File: config.mk
export PLATFORM = sky130hd
export DESIGN_NAME = ecf_filter_cfg
export DESIGN_NICKNAME = d
export VERILOG_FILES = /design/src/core/ecf_pkg.sv /design/src/core/ecf_filter_cfg.sv
export VERILOG_INCLUDE_DIRS = /design/src /design/src/core
export SDC_FILE = /design/constraint.sdc
export NUM_CORES = 1
export LEC_CHECK = 0
export BUFFER_PORTS_ARGS = -buffer_cell sky130_fd_sc_hd__buf_2
export CORE_MARGIN = 1.5
export CORE_UTILIZATION = 53
export DETAILED_ROUTE_END_ITERATION = 10
export GPL_TIMING_DRIVEN = 1
export MAX_ROUTING_LAYER = met4
export PLACE_DENSITY = 0.88
export SLEW_MARGIN = 10
export SYNTH_ARGS = -nofsm -noshare
export SYNTH_HDL_FRONTEND = slang
export SYNTH_SLANG_ARGS = --single-unit
File: constraint.sdc
create_clock -name CLK -period 2.9 [get_ports CLK]
set_input_delay 0.435 -clock CLK [delete_from_list [all_inputs] [get_ports CLK]]
set_output_delay 0.435 -clock CLK [all_outputs]
set_load 0.01 [all_outputs]
File: src/core/ecf_regs.svh
// register offsets, field positions, reset values for the filter config bank
// assumes an APB slave with 32-bit data, one register per aligned word
`ifndef ECF_REGS_SVH
`define ECF_REGS_SVH
`define ECF_IDX_STATUS     6'h02
`define ECF_IDX_DCOFF      6'h03
`define ECF_IDX_HPF        6'h04
`define ECF_IDX_MU         6'h05
`define ECF_IDX_SIG        6'h07
`define ECF_IDX_SAT1       6'h08
`define ECF_IDX_SAT2       6'h09
`define ECF_IDX_BOOT       6'h3F
`define ECF_IDX_IRQ_STAT   6'h10
`define ECF_IDX_IRQ_MASK   6'h11
`define ECF_RST_DCOFF      8'h60
`define ECF_RST_HPF        8'hA1
`define ECF_RST_MU         8'h08
`define ECF_RST_SIG        8'hFF
`define ECF_RST_SAT1       8'h80
`define ECF_RST_SAT2       8'h04
`define ECF_RST_BOOT       8'h08
`define ECF_SAT_UNITY      16'h8000
`define ECF_BIT_FALSE_HOWL_FLAG      5
`define ECF_BIT_NB         1
`define ECF_BIT_NBR        0
`define ECF_BIT_BOOTEN     0
`define ECF_HPF_FR_LSB     5
`define ECF_MU_MAX         6'h3F
`endif

File: src/core/ecf_pkg.sv
// types shared by the filter config bank
// assumes ecf_regs.svh supplies the numeric constants
package ecf_pkg;
  typedef struct packed {
    logic [2:0] rx_code;
    logic [4:0] tx_code;
  } ecf_hpf_t;
  typedef struct packed {
    logic       false_howl;
    logic       nb_receive;
    logic       nb_send;
  } ecf_det_t;
  typedef enum logic [2:0] {
    ECF_IDLE   = 3'b001,
    ECF_SETUP  = 3'b010,
    ECF_ACCESS = 3'b100
  } ecf_apb_st_t;
endpackage : ecf_pkg

File: src/core/ecf_filter_cfg.sv
// register bank for echo canceller filter configuration and status
// assumes APB master, datapath supplies detector flags and bootload bytes
//
// Register access over APB is this design's own decision.
`timescale 1ns/100ps
`include "ecf_regs.svh"
module ecf_filter_cfg
  import ecf_pkg::*;
#(
  parameter int ADDR_W = 8
) (
  input  wire logic              CLK,
  input  wire logic              NRST,
  input  wire logic              PSEL,
  input  wire logic              PENABLE,
  input  wire logic              PWRITE,
  input  wire logic [ADDR_W-1:0] PADDR,
  input  wire logic [31:0]       PWDATA,
  input  wire logic [3:0]        PSTRB,
  output logic      [31:0]       PRDATA,
  output logic                   PREADY,
  output logic                   PSLVERR,
  input  wire ecf_det_t          DET_IN,
  input  wire logic [4:0]        MUTE_OFFSET_IN,
  input  wire logic              BOOT_BYTE_VALID,
  input  wire logic [7:0]        BOOT_BYTE,
  output ecf_hpf_t               HPF_CODES,
  output logic      [5:0]        ADAPT_STEP,
  output logic      [15:0]       SLOW_THRESHOLD,
  output logic                   BOOT_EN,
  output logic                   IRQ
);

  if (ADDR_W < 8) begin : g_addr_w_check
    $error("ADDR_W must be at least 8");
  end

  ecf_hpf_t   hpf_reg;
  logic [5:0] mu_reg;
  logic [7:0] sat1_reg;
  logic [7:0] sat2_reg;
  logic [7:0] boot_ctl_reg;
  logic [7:0] sig_reg;
  logic [7:0] dcoff_reg;
  ecf_det_t   det_reg;
  logic [2:0] irq_stat_reg;
  logic [2:0] irq_mask_reg;
  logic [2:0] irq_stat_next;
  logic       wr_en;
  logic       rd_en;
  logic       bad_addr;
  logic [5:0] idx;
  logic       boot_en;

  // word index from byte address
  function automatic logic [5:0] word_idx(input logic [ADDR_W-1:0] a);
    return a[7:2];
  endfunction : word_idx

  // signature step: rotate left then xor the byte
  function automatic logic [7:0] sig_step(input logic [7:0] s, input logic [7:0] b);
    return {s[6:0], s[7]} ^ b;
  endfunction : sig_step

  assign idx     = word_idx(PADDR);
  assign boot_en = boot_ctl_reg[`ECF_BIT_BOOTEN];
  assign PREADY  = 1'b1;
  assign wr_en   = PSEL && PENABLE && PWRITE;
  assign rd_en   = PSEL && PENABLE && !PWRITE;

  // decode, also flags signature access outside bootload
  always_comb begin
    if (PADDR[1:0] != 2'b00) bad_addr = 1'b1;
    else if (idx == `ECF_IDX_STATUS || idx == `ECF_IDX_DCOFF) bad_addr = 1'b0;
    else if (idx == `ECF_IDX_HPF || idx == `ECF_IDX_MU) bad_addr = 1'b0;
    else if (idx == `ECF_IDX_SIG) bad_addr = !boot_en || PWRITE;
    else if (idx == `ECF_IDX_SAT1 || idx == `ECF_IDX_SAT2) bad_addr = 1'b0;
    else if (idx == `ECF_IDX_BOOT) bad_addr = 1'b0;
    else if (idx == `ECF_IDX_IRQ_STAT || idx == `ECF_IDX_IRQ_MASK) bad_addr = 1'b0;
    else bad_addr = 1'b1;
  end
  assign PSLVERR = PSEL && PENABLE && bad_addr;

  // configuration registers
  always_ff @(posedge CLK) begin
    if (!NRST) begin
      hpf_reg      <= `ECF_RST_HPF;
      mu_reg       <= 6'(`ECF_RST_MU);
      sat1_reg     <= `ECF_RST_SAT1;
      sat2_reg     <= `ECF_RST_SAT2;
      boot_ctl_reg <= `ECF_RST_BOOT;
      irq_mask_reg <= 3'h0;
    end else if (wr_en && !bad_addr && PSTRB[0]) begin
      if (idx == `ECF_IDX_HPF) hpf_reg <= PWDATA[7:0];
      else if (idx == `ECF_IDX_MU) mu_reg <= PWDATA[5:0];
      else if (idx == `ECF_IDX_SAT1) sat1_reg <= PWDATA[7:0];
      else if (idx == `ECF_IDX_SAT2) sat2_reg <= PWDATA[7:0];
      else if (idx == `ECF_IDX_BOOT) boot_ctl_reg <= PWDATA[7:0];
      else if (idx == `ECF_IDX_IRQ_MASK) irq_mask_reg <= PWDATA[2:0];
    end
  end

  // detector snapshot and dc offset readout
  always_ff @(posedge CLK) begin
    if (!NRST) begin
      det_reg   <= '0;
      dcoff_reg <= `ECF_RST_DCOFF;
    end else begin
      det_reg   <= DET_IN;
      dcoff_reg <= {3'h0, MUTE_OFFSET_IN};
    end
  end

  // bootload signature accumulator
  always_ff @(posedge CLK) begin
    if (!NRST) sig_reg <= `ECF_RST_SIG;
    else if (!boot_en) sig_reg <= `ECF_RST_SIG;
    else if (BOOT_BYTE_VALID) sig_reg <= sig_step(sig_reg, BOOT_BYTE);
  end

  // sticky events, set beats write-one clear
  always_comb begin
    irq_stat_next = irq_stat_reg;
    if (wr_en && idx == `ECF_IDX_IRQ_STAT && PSTRB[0] && PADDR[1:0] == 2'b00)
      irq_stat_next = irq_stat_next & ~PWDATA[2:0];
    irq_stat_next = irq_stat_next | {DET_IN.false_howl, DET_IN.nb_receive, DET_IN.nb_send};
  end
  always_ff @(posedge CLK) begin
    if (!NRST) irq_stat_reg <= 3'h0;
    else irq_stat_reg <= irq_stat_next;
  end
  assign IRQ = |(irq_stat_reg & irq_mask_reg);

  // read data
  always_ff @(posedge CLK) begin
    if (!NRST) PRDATA <= 32'h0000_0000;
    else if (PSEL && !PENABLE && !PWRITE) begin
      PRDATA <= 32'h0000_0000;
      if (PADDR[1:0] != 2'h0) PRDATA[7:0] <= 8'h00;
      else if (idx == `ECF_IDX_STATUS)
        PRDATA[7:0] <= {2'b00, det_reg.false_howl, 3'b000,
                        det_reg.nb_receive | det_reg.nb_send, det_reg.nb_receive};
      else if (idx == `ECF_IDX_DCOFF) PRDATA[7:0] <= dcoff_reg;
      else if (idx == `ECF_IDX_HPF) PRDATA[7:0] <= hpf_reg;
      else if (idx == `ECF_IDX_MU) PRDATA[7:0] <= {2'b00, mu_reg};
      else if (idx == `ECF_IDX_SIG && boot_en) PRDATA[7:0] <= sig_reg;
      else if (idx == `ECF_IDX_SAT1) PRDATA[7:0] <= sat1_reg;
      else if (idx == `ECF_IDX_SAT2) PRDATA[7:0] <= sat2_reg;
      else if (idx == `ECF_IDX_BOOT) PRDATA[7:0] <= boot_ctl_reg;
      else if (idx == `ECF_IDX_IRQ_STAT) PRDATA[2:0] <= irq_stat_reg;
      else if (idx == `ECF_IDX_IRQ_MASK) PRDATA[2:0] <= irq_mask_reg;
    end
  end

  assign HPF_CODES      = hpf_reg;
  assign ADAPT_STEP     = mu_reg;
  assign SLOW_THRESHOLD = {sat2_reg, sat1_reg};
  assign BOOT_EN        = boot_en;

  property p_sig_seed;
    @(posedge CLK) disable iff (!NRST) !boot_en |=> sig_reg == `ECF_RST_SIG;
  endproperty
  a_sig_seed: assert property (p_sig_seed) else $error("signature left seed");

  property p_sig_step;
    @(posedge CLK) disable iff (!NRST)
      boot_en && BOOT_BYTE_VALID |=> sig_reg == sig_step($past(sig_reg), $past(BOOT_BYTE));
  endproperty
  a_sig_step: assert property (p_sig_step) else $error("signature not accumulated");

  property p_sig_hold;
    @(posedge CLK) disable iff (!NRST) boot_en && !BOOT_BYTE_VALID ##1 boot_en |-> $stable(sig_reg);
  endproperty
  a_sig_hold: assert property (p_sig_hold) else $error("signature moved without data");

  property p_sig_gate;
    @(posedge CLK) disable iff (!NRST)
      PSEL && PENABLE && idx == `ECF_IDX_SIG && !boot_en |-> PSLVERR;
  endproperty
  a_sig_gate: assert property (p_sig_gate) else $error("signature reachable outside bootload");

  property p_nb_or;
    @(posedge CLK) disable iff (!NRST)
      rd_en && idx == `ECF_IDX_STATUS && PADDR[1:0] == 2'b00 |->
        PRDATA[`ECF_BIT_NB] == (PRDATA[`ECF_BIT_NBR] | $past(det_reg.nb_send));
  endproperty
  a_nb_or: assert property (p_nb_or) else $error("narrowband summary wrong");

  property p_hpf_write;
    @(posedge CLK) disable iff (!NRST)
      wr_en && idx == `ECF_IDX_HPF && PSTRB[0] && PADDR[1:0] == 2'b00 |=>
        HPF_CODES.tx_code == $past(PWDATA[4:0]) && HPF_CODES.rx_code == $past(PWDATA[7:5]);
  endproperty
  a_hpf_write: assert property (p_hpf_write) else $error("cutoff codes not taken");

  property p_sat_write;
    @(posedge CLK) disable iff (!NRST)
      wr_en && idx == `ECF_IDX_SAT2 && PSTRB[0] && PADDR[1:0] == 2'b00 |=>
        SLOW_THRESHOLD[15:8] == $past(PWDATA[7:0]);
  endproperty
  a_sat_write: assert property (p_sat_write) else $error("threshold high byte not taken");

  property p_irq_sticky;
    @(posedge CLK) disable iff (!NRST) DET_IN.false_howl |=> irq_stat_reg[2] [*2];
  endproperty
  a_irq_sticky: assert property (p_irq_sticky) else $error("howl event lost");

  // bus answer checks
  property p_rd_upper_zero;
    @(posedge CLK) disable iff (!NRST)
      rd_en |-> PRDATA[31:8] == 24'h000000;
  endproperty
  a_rd_upper_zero: assert property (p_rd_upper_zero) else $error("read data upper bits set");

  property p_rd_err_zero;
    @(posedge CLK) disable iff (!NRST)
      rd_en && PSLVERR |-> PRDATA == 32'h0000_0000;
  endproperty
  a_rd_err_zero: assert property (p_rd_err_zero) else $error("refused read returned data");

  property p_err_misaligned;
    @(posedge CLK) disable iff (!NRST)
      PSEL && PENABLE && PADDR[1:0] != 2'h0 |-> PSLVERR;
  endproperty
  a_err_misaligned: assert property (p_err_misaligned) else $error("misaligned access accepted");

  property p_err_no_write;
    @(posedge CLK) disable iff (!NRST)
      wr_en && PSLVERR |=>
        $stable(HPF_CODES) && $stable(ADAPT_STEP) && $stable(SLOW_THRESHOLD) && $stable(BOOT_EN);
  endproperty
  a_err_no_write: assert property (p_err_no_write) else $error("refused write changed a register");

  // register update and readout checks
  property p_hpf_hold;
    @(posedge CLK) disable iff (!NRST)
      !(wr_en && idx == `ECF_IDX_HPF) |=> $stable(HPF_CODES);
  endproperty
  a_hpf_hold: assert property (p_hpf_hold) else $error("cutoff codes moved without a write");

  property p_mu_write;
    @(posedge CLK) disable iff (!NRST)
      wr_en && idx == `ECF_IDX_MU && PSTRB[0] && PADDR[1:0] == 2'h0 |=>
        ADAPT_STEP == $past(PWDATA[5:0]);
  endproperty
  a_mu_write: assert property (p_mu_write) else $error("step constant not taken");

  property p_mu_hold;
    @(posedge CLK) disable iff (!NRST)
      !(wr_en && idx == `ECF_IDX_MU) |=> $stable(ADAPT_STEP);
  endproperty
  a_mu_hold: assert property (p_mu_hold) else $error("step constant moved without a write");

  property p_sat_low_write;
    @(posedge CLK) disable iff (!NRST)
      wr_en && idx == `ECF_IDX_SAT1 && PSTRB[0] && PADDR[1:0] == 2'h0 |=>
        SLOW_THRESHOLD[7:0] == $past(PWDATA[7:0]);
  endproperty
  a_sat_low_write: assert property (p_sat_low_write) else $error("threshold low byte not taken");

  property p_sat_hold;
    @(posedge CLK) disable iff (!NRST)
      !(wr_en && (idx == `ECF_IDX_SAT1 || idx == `ECF_IDX_SAT2)) |=>
        $stable(SLOW_THRESHOLD);
  endproperty
  a_sat_hold: assert property (p_sat_hold) else $error("threshold moved without a write");

  property p_boot_write;
    @(posedge CLK) disable iff (!NRST)
      wr_en && idx == `ECF_IDX_BOOT && PSTRB[0] && PADDR[1:0] == 2'h0 |=>
        BOOT_EN == $past(PWDATA[`ECF_BIT_BOOTEN]);
  endproperty
  a_boot_write: assert property (p_boot_write) else $error("boot enable not taken");

  property p_dcoff;
    @(posedge CLK) disable iff (!NRST)
      rd_en && idx == `ECF_IDX_DCOFF && PADDR[1:0] == 2'h0 |->
        PRDATA[7:0] == {3'h0, $past(MUTE_OFFSET_IN, 2)};
  endproperty
  a_dcoff: assert property (p_dcoff) else $error("dc offset readout wrong");

  property p_status_fields;
    @(posedge CLK) disable iff (!NRST)
      rd_en && idx == `ECF_IDX_STATUS && PADDR[1:0] == 2'h0 |->
        PRDATA[`ECF_BIT_FALSE_HOWL_FLAG] == $past(DET_IN.false_howl, 2) && PRDATA[`ECF_BIT_NBR] == $past(DET_IN.nb_receive, 2);
  endproperty
  a_status_fields: assert property (p_status_fields) else $error("status flags wrong");

  property p_sig_read;
    @(posedge CLK) disable iff (!NRST)
      rd_en && idx == `ECF_IDX_SIG && PADDR[1:0] == 2'h0 && boot_en |->
        !PSLVERR && PRDATA[7:0] == $past(sig_reg);
  endproperty
  a_sig_read: assert property (p_sig_read) else $error("signature not readable in bootload");

  // event checks
  property p_irq_set_wins;
    @(posedge CLK) disable iff (!NRST)
      DET_IN.nb_send |=> irq_stat_reg[0];
  endproperty
  a_irq_set_wins: assert property (p_irq_set_wins) else $error("send narrowband event lost");

  property p_irq_clear;
    @(posedge CLK) disable iff (!NRST)
      wr_en && idx == `ECF_IDX_IRQ_STAT && PSTRB[0] && PADDR[1:0] == 2'h0 && PWDATA[2] && !DET_IN.false_howl |=>
        !irq_stat_reg[2];
  endproperty
  a_irq_clear: assert property (p_irq_clear) else $error("howl event not cleared");

  property p_irq_hold;
    @(posedge CLK) disable iff (!NRST)
      !DET_IN.nb_receive && !(wr_en && idx == `ECF_IDX_IRQ_STAT) |=>
        $stable(irq_stat_reg[1]);
  endproperty
  a_irq_hold: assert property (p_irq_hold) else $error("receive narrowband event moved");

  c_boot: cover property (@(posedge CLK) disable iff (!NRST) boot_en && BOOT_BYTE_VALID ##1 rd_en && idx == `ECF_IDX_SIG);
  c_irq: cover property (@(posedge CLK) disable iff (!NRST) $rose(IRQ));
  c_err: cover property (@(posedge CLK) disable iff (!NRST) PSLVERR);
  c_sig_refused: cover property (@(posedge CLK) disable iff (!NRST) wr_en && idx == `ECF_IDX_SIG && PSLVERR);
  c_misaligned: cover property (@(posedge CLK) disable iff (!NRST) rd_en && PADDR[1:0] != 2'h0);

endmodule : ecf_filter_cfg

## Yosys cells after proc, flatten, opt, wreduce, memory -nomap -nowiden

Cells that the tools add are included.

| storage, ports and cells | value |
|---|---|
| ROM bits | 0 |
| bits in registers | 71 |
| RAM bits | 0 |
| memories kept | 0 |
| latch bits | 0 |

| operators by class | value |
|---|---|
| multiplexer cells | 21 |
| shifts and indexed selects | 0 |
| divide/modulo/power cells | 0 |
| add/sub/neg operators | 0 |
| bitwise logic cells | 11 |
| multiply operators | 0 |
| equality and inequality tests | 10 |
| magnitude comparators | 0 |
| reduce and logical (&&, ||, !) cells | 30 |

Operator list:

| operator | number |
|---|---|
| $mux W8 | 8 |
| $eq A6 B3 Y1 const B | 3 |
| $eq A6 B2 Y1 const B | 2 |
| $eq A6 B4 Y1 const B | 2 |
| $eq A6 B5 Y1 const B | 2 |
| $mux W3 | 4 |
| $logic_and A1 B1 Y1 | 11 |
| $xor A8 B8 Y8 | 1 |
| $mux W1 | 7 |
| $mux W7 | 1 |
| $reduce_and A7 Y1 | 1 |
| $and A3 B3 Y3 | 2 |
| $eq A6 B6 Y1 const B | 1 |
| $reduce_and A6 Y1 | 1 |
| $logic_or A1 B1 Y1 | 5 |
| $mux W5 | 1 |
| $not A1 Y1 | 5 |
| $reduce_and A5 Y1 | 1 |
| $logic_not A1 Y1 | 4 |
| $reduce_and A2 Y1 | 2 |
| $reduce_and A4 Y1 | 1 |
| $not A3 Y3 | 1 |
| $or A3 B3 Y3 | 1 |
| $reduce_and A3 Y1 | 1 |
| 4 further kinds | 4 |

## Logic depth before layout (Yosys ltp)

Gate-level depths: netlist of run 1.

| logic depth | value |
|---|---|
| depth in word-level cells | 13 |
| gate-level depth with buffers | 8 |
| gate-level depth less buffers | 5 |

## Least setup slack after synthesis of run 1

OpenSTA, ideal clock, no wires.

| timing | value |
|---|---|
| path kind | input -> output |
| start point | input port PADDR[3] |
| end point | output port PSLVERR |
| required time | 2.465 ns |
| buffers on the path | 2 |
| path slack | 0.763 ns |
| stages | 6 |
| arrival | 1.702 ns |
| cell sequence | clkbuf_1 -> clkbuf_1 -> xor2_1 -> o21ai_0 -> o31ai_1 -> a221oi_1 |

| between the ends | value |
|---|---|
| word-level cells in the longest chain between the ends | 10 |
| elaborated cells between the ends (all ways) | 22 |
| those cells by class | eq/ne (10); mux (7); reduce/logical (5) |

Ends and longest elaborated chain:

| what | RTL line | source |
|---|---|---|
| start, declared | ecf_filter_cfg.sv:17 | `input wire logic [ADDR_W-1:0] PADDR,` |
| $eq A6 B5 Y1 (no line) | - |  |
| $logic_or A1 B1 Y1 (no line) | - |  |
| $mux W1 | ecf_filter_cfg.sv:79 | `` else if (idx == `ECF_IDX_IRQ_STAT \|\| idx == `ECF_IDX_IRQ_MASK) bad_addr = 1'b0; `` |
| $mux W1 | ecf_filter_cfg.sv:78 | `` else if (idx == `ECF_IDX_BOOT) bad_addr = 1'b0; `` |
| $mux W1 | ecf_filter_cfg.sv:77 | `` else if (idx == `ECF_IDX_SAT1 \|\| idx == `ECF_IDX_SAT2) bad_addr = 1'b0; `` |
| $mux W1 | ecf_filter_cfg.sv:76 | `` else if (idx == `ECF_IDX_SIG) bad_addr = !boot_en \|\| PWRITE; `` |
| $mux W1 | ecf_filter_cfg.sv:75 | `` else if (idx == `ECF_IDX_HPF \|\| idx == `ECF_IDX_MU) bad_addr = 1'b0; `` |
| $mux W1 * | ecf_filter_cfg.sv:74 | `` else if (idx == `ECF_IDX_STATUS \|\| idx == `ECF_IDX_DCOFF) bad_addr = 1'b0; `` |
| $mux W1 * | ecf_filter_cfg.sv:73 | `if (PADDR[1:0] != 2'b00) bad_addr = 1'b1;` |
| $logic_and A1 B1 Y1 * | ecf_filter_cfg.sv:82 | `assign PSLVERR = PSEL && PENABLE && bad_addr;` |
| end, declared | ecf_filter_cfg.sv:22 | `output logic PSLVERR,` |

Every way passes the cells marked *; elsewhere a longest branch is shown, timed or not.

## Worst setup path after layout of run 1

| timing | value |
|---|---|
| start point | input port PADDR[7] |
| end point | output port PSLVERR |

Same word-level chain as after synthesis.

==> impl_metrics.py, run 1 <==
metrics = {
    "layout": {
        "area_growth_syn_to_layout_pct": 14.9,
        "final_common_cell": "buf_2",
        "num-nets-final": 551,
        "most-common-layout-cells": "79 x buf_2, 70 x nand2_1, 69 x dfxtp_1, 38 x nor2_1, 33 x mux2i_1",
        "drive_gt1_share_pct": 23.5,
        "fin_util_pct": 63.6,
        "diodes": 0,
    },
    "clock_network": {
        "cts_root_buffer": "clkbuf_8",
        "cts.sinks": 69,
        "clk_path_buf_depth": 2,
        "clkTransAtPathRegs_ns": 0.09,
        "post_cts_buffers": 0,
        "cts_tree": "done",
        "cts_resized": 0,
        "ctsHoldBuffers": 0,
        "clock_latency_ns": 0.36,
        "htree_levels": 3,
        "cts_made_buffers": 9,
    },
    "floorplanning": {
        "die_y_um": 84.9,
        "die_w_um": 84.9,
        "core.rowCount": 29,
        "die_area_sq_um": 7200,
        "io_pins": 132,
        "start_util_pct": 55.3,
        "core_region_area_sq_um": 6420,
    },
    "timing": {
        "tightest_slew_ns": 0.708,
        "hold_viol": 0,
        "rsz0062_at_grt": "no",
        "fmax_mhz": 429,
        "finalMaxSlewViolations": 0,
        "setup_violations": 0,
        "fin_setup_tns_ns": 0,
        "finalClockSkew_ns": 0.0125,
        "fin_crit_ns": 2.33,
        "period_share_pct": 80.3,
        "relSlewSlack_pct": 52.5,
    },
    "routing": {
        "detail-route-antenna-nets": 0,
        "top_layer_used": "met4",
        "met2_wirelength_mm": 4.70,
        "first_pass_iters": 10,
        "drt-met1-wl_mm": 4.38,
        "route.vias.total": 3261,
        "drc": 6,
        "vias_per_cell": 5.75,
        "post_drt_wl_per_cell_um": 17.7,
        "met3_length_um": 618,
        "routed_wl_mm": 10.1,
        "drtIter0Drc": 259,
    },
    "outcome": {
        "status": "complete, but fails checks",
        "failed_checks": "design-rule violations",
    },
    "global_route": {
        "grt_pass1_vias": 3085,
        "grt_pass1_wl_mm": 16.0,
        "antenna_found_initial": 0,
        "track_usage_pct": 29.4,
        "grt-ovfl-total": 0,
        "grt_max_degree": 36,
    },
    "yosys": {
        "syn_area_per_cell_sq_um": 8.60,
        "netlist_area_sq_um": 3550,
        "yosys_warnings": 0,
        "synth_seq_cells": 69,
        "synth-seq-area-share_pct": 38.9,
        "synth_cell_types": 61,
        "synthFlopType": "dfxtp_1",
        "synth-edff-count": 0,
        "async_flop_share_pct": 0,
        "synth_cells": 413,
    },
    "critical_path": {
        "cp.arrival_ns": 1.89,
        "reg2reg_depth": 6,
        "cp.required_ns": 2.47,
        "start_kind": "primary input",
        "criticalPathCategory": "in -> out",
        "critical_path.endpoint_type": "output port",
        "r2r_slack_ns": 1.29,
        "worst_r2r_endpoint": "PRDATA[6]",
        "crit_end": "PSLVERR",
        "cp_max_fo": 13,
        "timing.rr.start": "boot_ctl_reg[0]",
        "startpoint": "PADDR[7]",
    },
    "worst_hold_path": {
        "hold_depth": 2,
        "hold_path.class": "in -> reg",
    },
    "pwr": {
        "cellLeakagePower_nw": 1.71,
        "pwr_density_cell_nw_per_um2": 475,
        "finalPower_mw": 1.94,
        "vdd_drop_max_mv": 0.332,
    },
    "place": {
        "io_buffers": 79,
        "hpwl_mm": 7.57,
        "gp_congestion": 0.971,
    },
    "run": {
        "cap_viol_max_count": 0,
    },
}
per-layer routing:
metal	up-vias	global-route usage, %
met2	149	46.6
met5	-	-
met3	29	5.45
met4	0	12.1
met1	1532	37.3
li1	1551	-
how the worst min path moves through the flow:
stage                       from               to  slack, ns
3_5_place_dp           PRDATA[4]        PRDATA[4]       0.46
5_1_grt        MUTE_OFFSET_IN[4]     dcoff_reg[4]       0.28
2_1_floorplan    boot_ctl_reg[6]  boot_ctl_reg[6]       0.46
4_1_cts        MUTE_OFFSET_IN[4]     dcoff_reg[4]       0.27
3_3_place_gp           PRDATA[5]        PRDATA[5]       0.46
6_report       MUTE_OFFSET_IN[4]     dcoff_reg[4]       0.28
synthesized netlist by cell type, drive strengths merged (2+ instances only):
| master | number | area share (%) |
|---|---|---|
| nand2 | 70 | 7.4 |
| inv | 2 | 0.21 |
| a41o | 2 | 0.56 |
| o211ai | 5 | 1.1 |
| a211o | 4 | 0.99 |
| mux2i | 33 | 9.3 |
| or3 | 2 | 0.49 |
| buf | 34 | 7.0 |
| o21ai | 19 | 2.7 |
| clkbuf | 13 | 1.4 |
| a21oi | 14 | 2.0 |
| a22o | 2 | 0.49 |
| a211oi | 2 | 0.42 |
| and3 | 2 | 0.35 |
| a22oi | 4 | 0.85 |
| and2 | 17 | 3.0 |
| nor3 | 11 | 2.5 |
| dfxtp | 69 | 39 |
| nor4 | 3 | 0.53 |
| nor4b | 2 | 0.67 |
| a21o | 2 | 0.42 |
| a2bb2oi | 4 | 1.2 |
| o21a | 4 | 0.85 |
| o31ai | 2 | 0.42 |
| conb | 2 | 0.21 |
| a221o | 3 | 0.85 |
| nand2b | 2 | 0.35 |
| nor2 | 38 | 4.0 |
| nor3b | 2 | 0.42 |
| nand3 | 4 | 0.56 |
| xnor2 | 8 | 2.0 |
| or4b | 2 | 0.56 |
| a21boi | 7 | 1.5 |
| a221oi | 5 | 1.2 |
kinds of logic after synthesis:
family,count (synthesis),synth area share [%]
multiplexers,33,9.30
AND/OR/NAND/NOR,163,22.6
buffers and inverters,50,8.73
XOR/XNOR,9,2.22
AO/OA/AOI/OAI,87,18.1
other,2,0.211
flip-flops,69,38.9
critical path: stages:
cell	delay [ns]
buf_2	0.18
or4b_1	0.75
nor2_1	0.22
a221oi_1	0.12
buf_2	0.18
metrics by stage:
stage | hold WS (ns) | setup slack, ns | cell area [sq um] | instances
finish | 0.275 | 0.571 | 4080 | 567
global route | 0.280 | 0.501 | 4080 | 567
CTS | 0.274 | 0.607 | 4080 | 567
detailed placement | 0.455 | 0.433 | 3880 | 551
global placement | 0.458 | 0.481 | 3880 | 551
floorplan | 0.463 | 0.763 | 3640 | 436
power breakdown:
| group | internal [mW] | leakage (nW) | total, mW | switching (mW) |
|---|---|---|---|---|
| sequential | 0.956 | 0.560 | 0.963 | 0.00665 |
| clock | 0.408 | 0.0944 | 0.820 | 0.411 |
| combinational | 0.0530 | 1.05 | 0.158 | 0.105 |
area by class of cell:
| type | count | area [sq um] |
|---|---|---|
| clock inverter | 7 | 81.3 |
| timing repair buffer | 85 | 440 |
| clock buffer | 9 | 124 |
| fill | 553 | 2340 |
| multi-input combinational | 317 | 1950 |
| sequential | 69 | 1380 |
| inverter | 3 | 11.3 |
| tap | 77 | 96.3 |
Power figures use the tool's default switching activity.
==> run 2, diff against run 1 <==
--- a/config.mk
+++ b/config.mk
@@ -8,11 +8,11 @@
 export LEC_CHECK = 0
 export BUFFER_PORTS_ARGS = -buffer_cell sky130_fd_sc_hd__buf_2
 export CORE_MARGIN = 1.5
-export CORE_UTILIZATION = 53
+export CORE_UTILIZATION = 45
 export DETAILED_ROUTE_END_ITERATION = 10
 export GPL_TIMING_DRIVEN = 1
 export MAX_ROUTING_LAYER = met4
-export PLACE_DENSITY = 0.88
+export PLACE_DENSITY = 0.8
 export SLEW_MARGIN = 10
 export SYNTH_ARGS = -nofsm -noshare
 export SYNTH_HDL_FRONTEND = slang
==> constraint.sdc (replaced) <==
create_clock -name CLK -period 2 [get_ports CLK]
set_input_delay 0.3 -clock CLK [delete_from_list [all_inputs] [get_ports CLK]]
set_output_delay 0.3 -clock CLK [all_outputs]
set_load 0.01 [all_outputs]
==> run 2 against run 1 <==
Effect of this change:
- the flow now finishes without violations
- total power grew 45%
- register-to-register slack got worse by 0.82 ns
- non-clock buffer count rose by 50
- sequential share of layout area down 3.1 points
- sequential power up 45%
- sequential cell count unchanged
- setup slack lost 0.49 ns
- via count increased by 6.3%
- core utilization is 5.2 points lower
- count of clock-buffer cells in the layout up 1
- largest power group unchanged
==> impl_metrics.py, run 2 (synthesis gave the netlist of run 1 again) <==
metrics = {
    "timing": {
        "rsz0062_at_grt": "no",
        "hold_ws_ns": 0.150,
        "hold_viol": 0,
        "relSlewSlack_pct": 66.1,
        "fin_crit_ns": 1.92,
        "finalMaxSlewViolations": 0,
        "fin_setup_tns_ns": 0,
        "finalClockSkew_ns": 0.00824,
        "setup_violations": 0,
        "fmax_mhz": 522,
        "tightest_slew_ns": 0.496,
        "period_share_pct": 95.8,
    },
    "worst_hold_path": {
        "holdPathEnd": "dcoff_reg[3]",
        "hold_depth": 2,
        "min_from": "MUTE_OFFSET_IN[3]",
        "hold_path.class": "in -> reg",
    },
    "pwr": {
        "p_comb_share_pct": 9.7,
        "p_sw_share_pct": 26.1,
        "p_clk_share_pct": 40.8,
        "p_switching_mw": 0.737,
        "seqPwrFrac_pct": 49.5,
        "p_int_mw": 2.08,
        "vdd_drop_max_mv": 0.443,
        "pwr_density_cell_nw_per_um2": 628,
        "cellLeakagePower_nw": 1.96,
    },
    "critical_path": {
        "r2r_slack_ns": 0.47,
        "path_cells": "buf_2 > and2_1 > a41o_1 > nand2_1 > o31ai_1 > a221oi_2 > buf_2",
        "start_kind": "primary input",
        "cp.buffers_inverters": 2,
        "reg2reg_depth": 6,
        "cp_max_fo": 10,
        "timing.rr.start": "boot_ctl_reg[0]",
        "cpPeakStageDelay_ns": 0.32,
        "crit_top_cell": "buf_2",
        "cp.arrival_ns": 1.62,
        "criticalPathCategory": "in -> out",
        "worst_r2r_endpoint": "PRDATA[6]",
        "crit_path_top_delay_cell": "a221oi_2",
        "startpoint": "PADDR[2]",
        "crit_family": "compound AO/OA/AOI/OAI gates",
        "cp.required_ns": 1.70,
        "critical_path.endpoint_type": "output port",
    },
    "global_route": {
        "grt_max_degree": 36,
        "grt-ovfl-total": 0,
        "antenna_found_initial": 0,
        "track_usage_pct": 26.9,
        "grt_pass1_wl_mm": 16.9,
        "grt_pass1_vias": 3305,
    },
    "floorplanning": {
        "core.rowCount": 32,
        "die_y_um": 91.9,
        "start_util_pct": 46.2,
        "die_area_sq_um": 8440,
        "io_pins": 132,
        "die_w_um": 91.9,
        "core_region_area_sq_um": 7690,
    },
    "run": {
        "cap_viol_max_count": 0,
    },
    "routing": {
        "vias_per_cell": 5.40,
        "drtIter0Drc": 243,
        "post_drt_wl_per_cell_um": 16.7,
        "routed_wl_mm": 10.7,
        "route.vias.total": 3465,
        "first_pass_iters": 5,
        "detail-route-antenna-nets": 0,
        "drc": 0,
    },
    "clock_network": {
        "cts_root_buffer": "clkbuf_8",
        "clk_path_buf_depth": 2,
        "cts_tree": "done",
        "clkTransAtPathRegs_ns": 0.08,
        "htree_levels": 3,
        "cts.sinks": 69,
        "ctsHoldBuffers": 0,
        "clock_latency_ns": 0.35,
        "cts_made_buffers": 9,
    },
    "layout": {
        "most-common-layout-cells": "79 x buf_2, 70 x nand2_1, 69 x dfxtp_1, 56 x buf_4, 38 x nor2_1",
        "drive_gt1_share_pct": 30.6,
        "stdcell_count": 642,
        "nFillCells": 719,
        "num-nets-final": 601,
        "diodes": 0,
        "fin_util_pct": 58.4,
        "design_area_sq_um": 4490,
        "final_common_cell": "buf_2",
        "area_growth_syn_to_layout_pct": 26.3,
    },
    "place": {
        "io_buffers": 79,
        "dp.cells": 626,
        "placed_area_sq_um": 4280,
        "gp_congestion": 0.980,
        "hpwl_mm": 8.41,
    },
    "outcome": {
        "status": "completed",
    },
}
## run 2: power groups by stage
stage                     clock network (mW)  registers, mW  logic, mW
final                                   1.15           1.40      0.273
after global routing                    1.24           1.40      0.298
after CTS                               1.17           1.40      0.269
after detailed placement                   0           1.43      0.267
after global placement                     0           1.43      0.260
after floorplan                            0           1.43      0.172
## run 2: area by class of cell
type	count	area (sq um)	area share, %
clock buffer	10	128	2.84
clock inverter	6	71.3	1.59
inverter	3	11.3	0.251
multi-input combinational	317	1950	43.5
sequential	69	1380	30.8
tap	102	128	2.84
timing repair buffer	135	816	18.2
## run 2: worst max path at each step
| stage | end | cells past startpoint | slack (ns) |
|---|---|---|---|
| final | PSLVERR | 7 | 0.08 |
| after global routing | PSLVERR | 9 | 0.04 |
| after CTS | PSLVERR | 7 | 0.04 |
| after detailed placement | ADAPT_STEP[2] | 8 | -0.14 |
| after global placement | ADAPT_STEP[2] | 8 | -0.10 |
| after floorplan | PRDATA[1] | 7 | 0.06 |
## run 2: timing repair
action                                  4_1_cts  5_1_grt
endpoints found under the setup margin        0        1
buffers inserted                              0        0
resized for setup                             0        1
## run 2: metal layers
| metal | wire length (um) | vias to the layer above | track usage [%] |
|---|---|---|---|
| li1 | - | 1651 | - |
| met1 | 4540 | 1606 | 33.0 |
| met2 | 5160 | 179 | 44.4 |
| met3 | 733 | 29 | 4.98 |
| met4 | 259 | 0 | 9.49 |
| met5 | 0 | - | - |
## run 2: through the flow
| step | setup slack (ns) | power, mW |
|---|---|---|
| after global placement | -0.103 | 1.69 |
| after global routing | 0.0360 | 2.94 |
| final | 0.0848 | 2.82 |
| after floorplan | 0.0569 | 1.60 |
| after CTS | 0.0357 | 2.83 |
| after detailed placement | -0.141 | 1.70 |
